### src/rmtd_map.svh
// Offsets, field positions, table contents and timing counts for the map table
`ifndef RMTD_MAP_SVH
`define RMTD_MAP_SVH

// Byte addresses in the parameter space
`define RMTD_HDR_ADDR      24'h00_0010
`define RMTD_PTR_ADDR      24'h00_0100
`define RMTD_DW_STEP       24'h00_0004

// Header word 0 fields
`define RMTD_LEN_MSB       31
`define RMTD_LEN_LSB       24
`define RMTD_MAJ_MSB       23
`define RMTD_MAJ_LSB       16
`define RMTD_MIN_MSB       15
`define RMTD_MIN_LSB       8
`define RMTD_IDL_MSB       7
`define RMTD_IDL_LSB       0
`define RMTD_TABLE_LEN     8'h03
`define RMTD_REV_MAJOR     8'h01
`define RMTD_REV_MINOR     8'h00
// Identifier bytes: arbitrary values
`define RMTD_ID_LSB        8'hA5
`define RMTD_ID_MSB        8'h5A

// Header word 1 fields
`define RMTD_IDM_MSB       31
`define RMTD_IDM_LSB       24
`define RMTD_PTR_MSB       23
`define RMTD_PTR_LSB       0

// Register block bases
`define RMTD_VOL_BASE      32'h0080_0000
`define RMTD_NV_BASE       32'h0000_0000

// Third table word fields
`define RMTD_RDSUP_BIT     31
`define RMTD_WRSUP_BIT     30
`define RMTD_CMDLEN_MSB    29
`define RMTD_CMDLEN_LSB    28
`define RMTD_DMYV_MSB      27
`define RMTD_DMYV_LSB      23
`define RMTD_DMYN_MSB      22
`define RMTD_DMYN_LSB      18
`define RMTD_RD_SUPPORT    1'b1
`define RMTD_WR_SUPPORT    1'b1
`define RMTD_CMDLEN_6B     2'h0
`define RMTD_DUMMY_VOL     5'h08
`define RMTD_DUMMY_NV      5'h10

// Local address placement: 0 puts it in byte 0, 1 in byte 1
`define RMTD_LOCAL_BYTE1   1'b0

// Answer latency in cycles
`define RMTD_RD_LAT        1
`endif

### src/rmtd_pkg.sv
// Types shared by the map table block
package rmtd_pkg;
  typedef struct packed {
    logic        hit;
    logic [31:0] data;
  } rmtd_rd_resp_t;

  typedef struct packed {
    logic       vol;
    logic       nonvol;
    logic [7:0] local_addr;
  } rmtd_reg_resp_t;
endpackage

### src/rmtd_top.sv
// Register map table source and register address decoder
`timescale 1ns/10ps
`include "rmtd_map.svh"

// How it works
// RL1 - Physical register address equals block base plus eight-bit local address.
// RL2 - Separate volatile and non-volatile 32-bit bases; decoder reports which block.
// RL3 - Byte-0 placement: local address forms the low byte.
// RL4 - Byte-1 placement: local address sits in byte 1, byte 0 from base.
// RL5 - Host drops upper bits when the device uses fewer address bits.
// RL6 - Host sends only the address width the device expects.
// RL7 - Host reads, merges and writes back whole physical registers.
// RL8 - Host may use atomic read-modify-write when offered.
// RL9 - Header word 0 bits 31:24 hold table length in DWORDs, one based.
// RL10 - Header word 0 bits 23:16 hold major revision 1.
// RL11 - Header word 0 bits 15:8 hold minor revision 0.
// RL12 - Header word 0 bits 7:0 hold identifier low byte.
// RL13 - Header word 1 bits 31:24 hold identifier high byte.
// RL14 - Header word 1 bits 23:0 hold DWORD-aligned table start pointer.
// RL15 - Table word 0 holds the volatile block base offset.
// RL16 - Table word 1 holds the non-volatile block base offset.
// RL17 - Table word 2 bits 29:28 give command length; 00 means six bytes.
// RL18 - Table word 2 bits 27:23 give volatile read dummy cycles, 0 to 31.
// RL19 - Host treats a bad identifier or pointer as no table.
module rmtd_top
  import rmtd_pkg::*;
(
  // Clock and reset
  input  wire logic                     CLK,
  input  wire logic                     RST_N,
  // Parameter space read
  input  wire logic                     RD_REQ,
  input  wire logic [23:0]              RD_ADDR,
  output rmtd_pkg::rmtd_rd_resp_t       RD_RESP,
  output logic                          RD_VALID,
  // Register address decode
  input  wire logic                     REG_REQ,
  input  wire logic [31:0]              REG_ADDR,
  output rmtd_pkg::rmtd_reg_resp_t      REG_RESP,
  output logic                          REG_VALID
);
  import rmtd_pkg::*;

  wire logic [31:0]    hdr0_word;
  wire logic [31:0]    hdr1_word;
  wire logic [31:0]    tbl2_word;
  wire logic           sel_hdr0;
  wire logic           sel_hdr1;
  wire logic           sel_tbl0;
  wire logic           sel_tbl1;
  wire logic           sel_tbl2;
  wire logic [31:0]    diff_vol;
  wire logic [31:0]    diff_nv;
  wire logic           hit_vol;
  wire logic           hit_nv;
  rmtd_rd_resp_t       rd_resp_nxt;
  rmtd_reg_resp_t      reg_resp_nxt;
  rmtd_rd_resp_t       rd_resp_r;
  rmtd_reg_resp_t      reg_resp_r;
  logic                rd_valid_r;
  logic                reg_valid_r;

  // Header and descriptor words
  assign hdr0_word = {`RMTD_TABLE_LEN, `RMTD_REV_MAJOR,
                      `RMTD_REV_MINOR, `RMTD_ID_LSB};    // RL9 RL10 RL11 RL12
  assign hdr1_word = {`RMTD_ID_MSB, `RMTD_PTR_ADDR};     // RL13 RL14
  assign tbl2_word = {`RMTD_RD_SUPPORT, `RMTD_WR_SUPPORT,
                      `RMTD_CMDLEN_6B, `RMTD_DUMMY_VOL,
                      `RMTD_DUMMY_NV, 18'h0_0000};       // RL17 RL18

  // Exact match rejects byte offsets inside a word
  assign sel_hdr0 = RD_ADDR == `RMTD_HDR_ADDR;
  assign sel_hdr1 = RD_ADDR == `RMTD_HDR_ADDR + `RMTD_DW_STEP;
  assign sel_tbl0 = RD_ADDR == `RMTD_PTR_ADDR;
  assign sel_tbl1 = RD_ADDR == `RMTD_PTR_ADDR + `RMTD_DW_STEP;
  assign sel_tbl2 = RD_ADDR == `RMTD_PTR_ADDR + 24'h00_0008;

  assign rd_resp_nxt.hit  = sel_hdr0 | sel_hdr1 | sel_tbl0 |
                            sel_tbl1 | sel_tbl2;
  assign rd_resp_nxt.data = sel_hdr0 ? hdr0_word :
                            sel_hdr1 ? hdr1_word :
                            sel_tbl0 ? `RMTD_VOL_BASE :  // RL15
                            sel_tbl1 ? `RMTD_NV_BASE :   // RL16
                            sel_tbl2 ? tbl2_word :
                            32'h0000_0000;

  // Subtract the base so a sum with carry still decodes
  assign diff_vol = REG_ADDR - `RMTD_VOL_BASE;           // RL1
  assign diff_nv  = REG_ADDR - `RMTD_NV_BASE;            // RL1
  assign hit_vol  = `RMTD_LOCAL_BYTE1 ?
                    (diff_vol[31:16] == 16'h0000 &&
                     diff_vol[7:0] == 8'h00) :           // RL4
                    (diff_vol[31:8] == 24'h00_0000);     // RL3
  assign hit_nv   = `RMTD_LOCAL_BYTE1 ?
                    (diff_nv[31:16] == 16'h0000 &&
                     diff_nv[7:0] == 8'h00) :            // RL4
                    (diff_nv[31:8] == 24'h00_0000);      // RL3

  // Volatile wins if the two blocks overlap
  assign reg_resp_nxt.vol        = hit_vol;              // RL2
  assign reg_resp_nxt.nonvol     = hit_nv & ~hit_vol;    // RL2
  assign reg_resp_nxt.local_addr =
    ~(hit_vol | hit_nv)  ? 8'h00 :
    `RMTD_LOCAL_BYTE1    ? (hit_vol ? diff_vol[15:8] : diff_nv[15:8]) :
                           (hit_vol ? diff_vol[7:0]  : diff_nv[7:0]);

  always_ff @(posedge CLK or negedge RST_N)
  begin
    if (!RST_N)
    begin
      rd_resp_r   <= '0;
      rd_valid_r  <= 1'b0;
      reg_resp_r  <= '0;
      reg_valid_r <= 1'b0;
    end
    else
    begin
      rd_valid_r  <= RD_REQ;
      rd_resp_r   <= RD_REQ ? rd_resp_nxt : '0;
      reg_valid_r <= REG_REQ;
      reg_resp_r  <= REG_REQ ? reg_resp_nxt : '0;
    end
  end

  assign RD_RESP   = rd_resp_r;
  assign RD_VALID  = rd_valid_r;
  assign REG_RESP  = reg_resp_r;
  assign REG_VALID = reg_valid_r;

  a_hdr0_len: assert property (@(posedge CLK) disable iff (!RST_N) // RL9
    RD_REQ && RD_ADDR == `RMTD_HDR_ADDR |=>
    RD_VALID && RD_RESP.hit && RD_RESP.data[31:24] == 8'h03)
    else $error("table length field wrong");

  a_hdr0_major: assert property (@(posedge CLK) disable iff (!RST_N) // RL10
    RD_REQ && RD_ADDR == `RMTD_HDR_ADDR |=> RD_RESP.data[23:16] == 8'h01)
    else $error("major revision not one");

  a_hdr0_minor: assert property (@(posedge CLK) disable iff (!RST_N) // RL11
    RD_REQ && RD_ADDR == `RMTD_HDR_ADDR |=> RD_RESP.data[15:8] == 8'h00)
    else $error("minor revision not zero");

  a_hdr_ident: assert property (@(posedge CLK) disable iff (!RST_N) // RL12
    RD_REQ && RD_ADDR == `RMTD_HDR_ADDR ##1 RD_REQ &&
    RD_ADDR == `RMTD_HDR_ADDR + 24'h00_0004 |=>
    {RD_RESP.data[31:24], $past(RD_RESP.data[7:0])} ==
    {`RMTD_ID_MSB, `RMTD_ID_LSB})
    else $error("identifier bytes wrong");

  a_hdr1_ptr: assert property (@(posedge CLK) disable iff (!RST_N) // RL14
    RD_REQ && RD_ADDR == `RMTD_HDR_ADDR + 24'h00_0004 |=>
    RD_RESP.data[1:0] == 2'h0 && RD_RESP.data[23:0] == `RMTD_PTR_ADDR)
    else $error("table pointer wrong or misaligned");

  a_vol_base: assert property (@(posedge CLK) disable iff (!RST_N) // RL15
    RD_REQ && RD_ADDR == hdr1_word[23:0] |=>
    RD_RESP.data == `RMTD_VOL_BASE)
    else $error("volatile base wrong");

  a_nv_base: assert property (@(posedge CLK) disable iff (!RST_N) // RL16
    RD_REQ && RD_ADDR == hdr1_word[23:0] + 24'h00_0004 |=>
    RD_RESP.data == `RMTD_NV_BASE)
    else $error("non-volatile base wrong");

  a_cmd_dummy: assert property (@(posedge CLK) disable iff (!RST_N) // RL17
    RD_REQ && RD_ADDR == hdr1_word[23:0] + 24'h00_0008 |=>
    RD_RESP.data[29:28] == 2'h0 &&
    RD_RESP.data[27:23] == `RMTD_DUMMY_VOL)               // RL18
    else $error("command descriptor wrong");

  a_rd_answer: assert property (@(posedge CLK) disable iff (!RST_N) // read answer one cycle after each request
    RD_REQ |=> RD_VALID ##1 (RD_VALID == $past(RD_REQ)))
    else $error("read answer latency wrong");

  a_reg_sum: assert property (@(posedge CLK) disable iff (!RST_N) // RL1
    REG_VALID && (REG_RESP.vol || REG_RESP.nonvol) |->
    (REG_RESP.vol ? `RMTD_VOL_BASE : `RMTD_NV_BASE) +
    (`RMTD_LOCAL_BYTE1 ? {16'h0000, REG_RESP.local_addr, 8'h00} :
                         {24'h00_0000, REG_RESP.local_addr}) ==
    $past(REG_ADDR))
    else $error("base plus local does not rebuild address");

  a_reg_block: assert property (@(posedge CLK) disable iff (!RST_N) // RL2
    REG_REQ && REG_ADDR == `RMTD_VOL_BASE |=>
    REG_VALID && REG_RESP.vol && !REG_RESP.nonvol &&
    REG_RESP.local_addr == 8'h00)
    else $error("volatile block not selected");

  a_hdr0_idlow: assert property (@(posedge CLK) disable iff (!RST_N) // RL12
    RD_REQ && RD_ADDR == `RMTD_HDR_ADDR |=>
    RD_RESP.data[7:0] == `RMTD_ID_LSB)
    else $error("identifier low byte wrong");

  a_hdr1_idhigh: assert property (@(posedge CLK) disable iff (!RST_N) // RL13
    RD_REQ && RD_ADDR == `RMTD_HDR_ADDR + `RMTD_DW_STEP |=>
    RD_VALID && RD_RESP.hit && RD_RESP.data[31:24] == `RMTD_ID_MSB)
    else $error("identifier high byte wrong");

  a_rd_unaligned: assert property (@(posedge CLK) disable iff (!RST_N) // RL14
    RD_REQ && RD_ADDR[1:0] != 2'h0 |=>
    RD_VALID && !RD_RESP.hit && RD_RESP.data == 32'h0000_0000)
    else $error("unaligned read answered");

  a_rd_past_end: assert property (@(posedge CLK) disable iff (!RST_N) // RL9
    RD_REQ && RD_ADDR == `RMTD_PTR_ADDR + 24'h00_000C |=>
    RD_VALID && !RD_RESP.hit && RD_RESP.data == 32'h0000_0000)
    else $error("read past table end answered");

  a_reg_onehot: assert property (@(posedge CLK) disable iff (!RST_N) // RL2
    REG_VALID |-> !(REG_RESP.vol && REG_RESP.nonvol))
    else $error("both register blocks selected");

  a_reg_low_byte: assert property (@(posedge CLK) disable iff (!RST_N) // RL3
    REG_REQ && !`RMTD_LOCAL_BYTE1 &&
    REG_ADDR - `RMTD_VOL_BASE < 32'h0000_0100 |=>
    REG_VALID && REG_RESP.vol && REG_RESP.local_addr == $past(REG_ADDR[7:0]))
    else $error("low byte local address wrong");

  a_reg_miss: assert property (@(posedge CLK) disable iff (!RST_N) // RL2
    REG_REQ && REG_ADDR == `RMTD_VOL_BASE + 32'h0000_0100 |=>
    REG_VALID && !REG_RESP.vol && !REG_RESP.nonvol &&
    REG_RESP.local_addr == 8'h00)
    else $error("address outside both blocks decoded");

  a_reg_nv_sel: assert property (@(posedge CLK) disable iff (!RST_N) // RL2
    REG_REQ && REG_ADDR == `RMTD_NV_BASE + 32'h0000_007C |=>
    REG_VALID && REG_RESP.nonvol && REG_RESP.local_addr == 8'h7C)
    else $error("non-volatile block not selected");
endmodule

### config.mk
export PLATFORM = sky130hd
export DESIGN_NAME = rmtd_top
export DESIGN_NICKNAME = d
export VERILOG_FILES = /design/src/rmtd_pkg.sv /design/src/rmtd_top.sv
export VERILOG_INCLUDE_DIRS = /design/src /design/src/src
export SDC_FILE = /design/constraint.sdc
export NUM_CORES = 1
export LEC_CHECK = 0
export ABC_AREA = 1
export BUFFER_PORTS_ARGS = -buffer_cell sky130_fd_sc_hd__buf_4
export CORE_MARGIN = 1
export CORE_UTILIZATION = 35
export CTS_CLUSTER_SIZE = 20
export DETAILED_ROUTE_END_ITERATION = 8
export PLACE_DENSITY_LB_ADDON = 0.2
export RECOVER_POWER = 50
export SLEW_MARGIN = 25
export SYNTH_ARGS = -nofsm -noshare
export SYNTH_HDL_FRONTEND = slang
export SYNTH_SLANG_ARGS = --single-unit
### constraint.sdc
create_clock -name CLK -period 1 [get_ports CLK]
set_clock_uncertainty 0.05 [all_clocks]
set_input_delay 0.15 -clock CLK [delete_from_list [all_inputs] [get_ports CLK]]
set_output_delay 0.15 -clock CLK [all_outputs]
set_load 0.005 [all_outputs]
# Word-level counts from Yosys, hierarchy flattened
# Cells that the tools add are included.
# word_totals
wordCells	31
inputBits	60
reg_bits	45
# classes
n_mux	9
n_addsub	1
n_eq_ne	5
bitwise	7
n_reduce_logical	2
# ops
op	n
two-way mux 32 bit	5
equality test 24 x 9 -> 1 bit, second input constant	3
equality test 24 x 5 -> 1 bit, second input constant	2
logical NOT 24 bit	2
two-way mux 33 bit	1
subtractor 32 x 24 -> 32 bit, second input constant	1
two-way mux 8 bit	2
two-way mux 10 bit	1
bitwise OR 1 bit	5
AND 1 bit	1
NOT 1 bit	1

# Logic depth before layout (Yosys ltp)
# logic_depth
depth_word	7
ltp_mapped	10

# Worst setup path before layout
# OpenSTA, ideal clock, no wires.
# synth_path
path_kind	input to register
from	in REG_ADDR[23]
to	reg reg_resp_r, in the netlist REG_RESP[0]
path_buffers	0
stages	9
t_arrival_ns	1.022
t_required_ns	0.872
setup_time_ns	0.078
path_slack_ns	-0.150
path_cell_list	inv_1 -> ha_1 -> inv_1 -> o21ai_0 -> nor2_1 -> nand2_1 -> nor2_4 -> nand2_4 -> a21oi_1
# synth_via
elab_chain_cells	5
word_cells_on_any_way	7
cone_classes	1 x add/sub; 3 x mux; 1 x bitwise; 2 x reduce/logical
# synth_lines
element	line_no	rtl
start: declaration	rmtd_top.sv:38	input wire logic [31:0] REG_ADDR,
subtractor 32 x 24 -> 32 bit (no source line)	-	
logical NOT 24 bit	rmtd_top.sv:93	(diff_vol[31:8] == 24'h00_0000);
two-way mux 8 bit / bitwise OR 1 bit (equally long branches)	rmtd_top.sv:105, rmtd_top.sv:103	
two-way mux 8 bit (*)	rmtd_top.sv:103	~(hit_vol | hit_nv) ? 8'h00 :
two-way mux 10 bit (*)	rmtd_top.sv:121	reg_resp_r <= REG_REQ ? reg_resp_nxt : '0;
end signal: assignment	rmtd_top.sv:121	
end: declaration	rmtd_top.sv:59	rmtd_reg_resp_t reg_resp_r;
# Every way passes the cells marked *; elsewhere a longest branch is shown, timed or not.

# Worst setup path after layout
# layout_path
from	reg rd_resp_r, in the netlist RD_RESP[24]
to	out RD_RESP[24] (netlist name)
# layout_lines
element	line_no	rtl
start: declaration	rmtd_top.sv:58	rmtd_rd_resp_t rd_resp_r;
start signal: assignment	rmtd_top.sv:119	rd_resp_r <= RD_REQ ? rd_resp_nxt : '0;
end: declaration	rmtd_top.sv:34	output rmtd_pkg::rmtd_rd_resp_t RD_RESP,
# No word-level cell between the ends.

==> out/results.txt <==
status: finished with violations
failing checks: setup timing
Synth Area in Adders: 0.998%
cell area after placement: 0.00188 mm^2
H-tree lvl count: 1
fillcell total: 306
Critical Path End: RD_RESP[24]
startpoint types: flop
slowest CP cell: dfrtp_2
largest family of logic cells by synthesized area: simple AND/OR/NAND/NOR gates
# diodes: 0
core box area: 0.00339 mm^2
post-synthesis mux area share: 0%
unrepaired setup endpoints after global routing: yes
Die H: 61.9 um
# setup viols final: 13
worst min path class: in2reg
largest cells by area after synthesis: dfrtp_1 (38%), buf_4 (16%), nor2_1 (10%)
wire per inst: 9.54 um
Detail Route Antenna Nets: 0
#FFs+latches synth: 19
Critical Path Fanout Max: 6
net switching share of the total power: 25.2%
gr usage total: 15.4%
Initial Utilization: 37.0%
initial antenna violation count: 0
CP top delay family: flip-flops
Total Die Area: 0.00383 mm^2
post-DP HPWL: 2310 um
Post-Synth Simple-Gate Area: 33.9%
Port-buffer cells: 87
PwrDens: 721 mW/mm^2
Worst path depth: 1
DIE WIDTH: 61.9 um
Sequential Power Share: 50.4%
Via Count: 1283
pin count of the biggest net entering global routing: 20
clk root buf: clkbuf_4
XOR/XNOR Fraction of Synth Area: 0%
leading area contributor after synthesis: dfrtp_1
worst slack, placed: -0.340 ns
combinational share of power: 25.3%
# Max-Cap Violations: 0
register area share after synthesis: 37.9%
GPL Wtd Cong: 0.805
Clock Sink Count: 19
Ys Warns: 0
Iteration-0 DRC Markers: 23
row cnt: 21
FF/Latch Area: 477 um^2
CP required: 0.80 ns
Routed WL: 2940 um
critical path arrival: 0.89 ns
CP startpoint: RD_RESP[24]
final hold viol count: 0
CP cell instances: buf_4
number of global-route vias before repair: 1114
CTS buffer count: 3
GRT Residual Overflow: 0
Pins Over Slew Limit: 0
WHS Path Cells: 3
clock tree buffer depth: 2
Leakage: 1.15 nW
Final Worst Setup Slack: -0.0851 ns
CTS clk-pin slew, worst paths: 0.10 ns
Setup crit end kind: output port
nets@finish: 324
CTS tree: yes
io pins: 105
drt via density: 4.17
Clock Power Share: 24.3%
post-route cell area: 0.00213 mm^2
DR DRC count: 0
Setup TNS: -0.847 ns
Synth top area share: 37.9%
switching power: 0.387 mW
Peak Freq: 922 MHz
internal power: 1.15 mW
Synth Area in Compound Gates: 5.59%
fin crit share: 109%
Final Util: 62.8%
Syn Std Cell Area: 0.00125 mm^2
WP buf/inv: 1
drt pass-1 iters: 4
classification of the worst setup path: reg2out
first-pass GRT wire length: 4400 um
Syn Area/Cell: 7.33 um^2
area grow syn2layout: 69.8%
Tmin final: 1.09 ns
number of library cell types mapped by synthesis: 22
Post CTS Setup Buffer Count: 0
Syn Inst Count: 171
CP max stage delay: 0.45 ns
fraction of layout cells with a size suffix above 1: 48.9%
multi-input logic area: 664 um^2
peak supply drop: 0.364 mV
[worst min path at each step]
stage / from / slack (ns) / to
2_1_floorplan: RST_N / -0.20 / RD_RESP[23]
3_3_place_gp: RST_N / -0.02 / RD_RESP[24]
3_5_place_dp: RST_N / -0.02 / RD_RESP[28]
4_1_cts: REG_ADDR[2] / 0.02 / REG_RESP[2]
5_1_grt: REG_ADDR[6] / 0.02 / REG_RESP[6]
6_report: REG_ADDR[6] / 0.04 / REG_RESP[6]
[cell families (layout without fill, tap and decap cells)]
kind of cell    Yosys count  after routing
other cells               1             17
simple gates             92             93
buf+inv                  44            118
fa+ha+maj                 1              1
flops                    19             19
compound gates           14             14
[power groups by stage]
| stage | clock (mW) | sequential (mW) | combinational [mW] |
|---|---|---|---|
| after floorplan | 0 | 0.789 | 0.155 |
| after global placement | 0 | 0.788 | 0.346 |
| after detailed placement | 0 | 0.788 | 0.348 |
| after CTS | 0.383 | 0.773 | 0.376 |
| after global routing | 0.411 | 0.774 | 0.435 |
| final | 0.373 | 0.774 | 0.389 |
[state kept, by name, indices dropped and copies added, names as in the netlist]
| register | cells |
|---|---|
| RD_RESP | 7 |
| REG_RESP | 10 |
| REG_VALID | 1 |
| RD_VALID | 1 |
[cell type report]
| cell class | count | share of cell area, % |
|---|---|---|
| Clock buffer | 3 | 1.06 |
| Clock inverter | 1 | 0.235 |
| Inverter | 17 | 3.35 |
| Multi-Input combinational cell | 125 | 31.2 |
| Sequential cell | 19 | 22.4 |
| Tap cell | 46 | 2.70 |
| Timing Repair Buffer | 97 | 39.0 |
[cells in the final DEF, fill, tap and decap left out]
cell type,netlist,routed
buf_4,27,69
nor2_1,34,31
nand2_1,31,31
buf_6,0,22
dfrtp_1,19,18
conb_1,1,17
inv_1,17,14
a21oi_2,0,8
nand3_1,8,7
nor2_2,4,5
nand4_1,4,4
o21ai_1,2,4
nor2_4,1,3
clkbuf_4,0,3
dlygate4sd3_1,0,3
nand2_2,2,2
nand2_4,1,2
nor3_1,2,2
a21oi_1,10,2
buf_8,0,2
dfrtp_2,0,1
inv_6,0,1
inv_2,0,1
nor3_4,0,1
nand3_4,0,1
nor3b_2,1,1
or2_4,0,1
nand3b_1,1,1
nand3_2,1,1
inv_4,0,1
ha_4,0,1
clkinv_2,0,1
clkbuf_2,0,1
[metal layers]
layer	global-route usage (%)	up-vias	wire [um]
met5	0	-	0
met4	4.76	0	23
met3	1.66	4	201
met2	29.6	61	1540
met1	17.8	543	1170
li1	-	675	-
[Yosys cell counts]
library cell	n
nor2_2	4
nor3b_2	1
nand2_1	31
or2_1	1
dfrtp_1	19
nand3_1	8
buf_4	27
nand2_4	1
nand2_2	2
nor2_4	1
nand4_1	4
nand3_2	1
nand3b_1	1
inv_1	17
conb_1	1
o21ai_1	2
o21ai_0	2
nor3_2	1
a21oi_1	10
nor3_1	2
nor2_1	34
ha_1	1
[metrics by stage]
stage / std cells / hold WS (ns) / power (mW)
3_3_place_gp: 300 / -0.0199 / 1.13
5_1_grt: 308 / 0.0243 / 1.62
2_1_floorplan: 187 / -0.196 / 0.944
4_1_cts: 308 / 0.0201 / 1.53
6_report: 308 / 0.0381 / 1.54
3_5_place_dp: 300 / -0.0199 / 1.14
[what timing repair did]
action / in CTS / in global routing
resized for setup: 29 / 25
cloned: 1 / 0
hold buffers: 3 / 0
hold endpoints to repair: 21 / 0
setup endpoints to repair: 30 / 40
pin swaps: 7 / 9
Note: power is estimated with default switching activity, not from simulation.
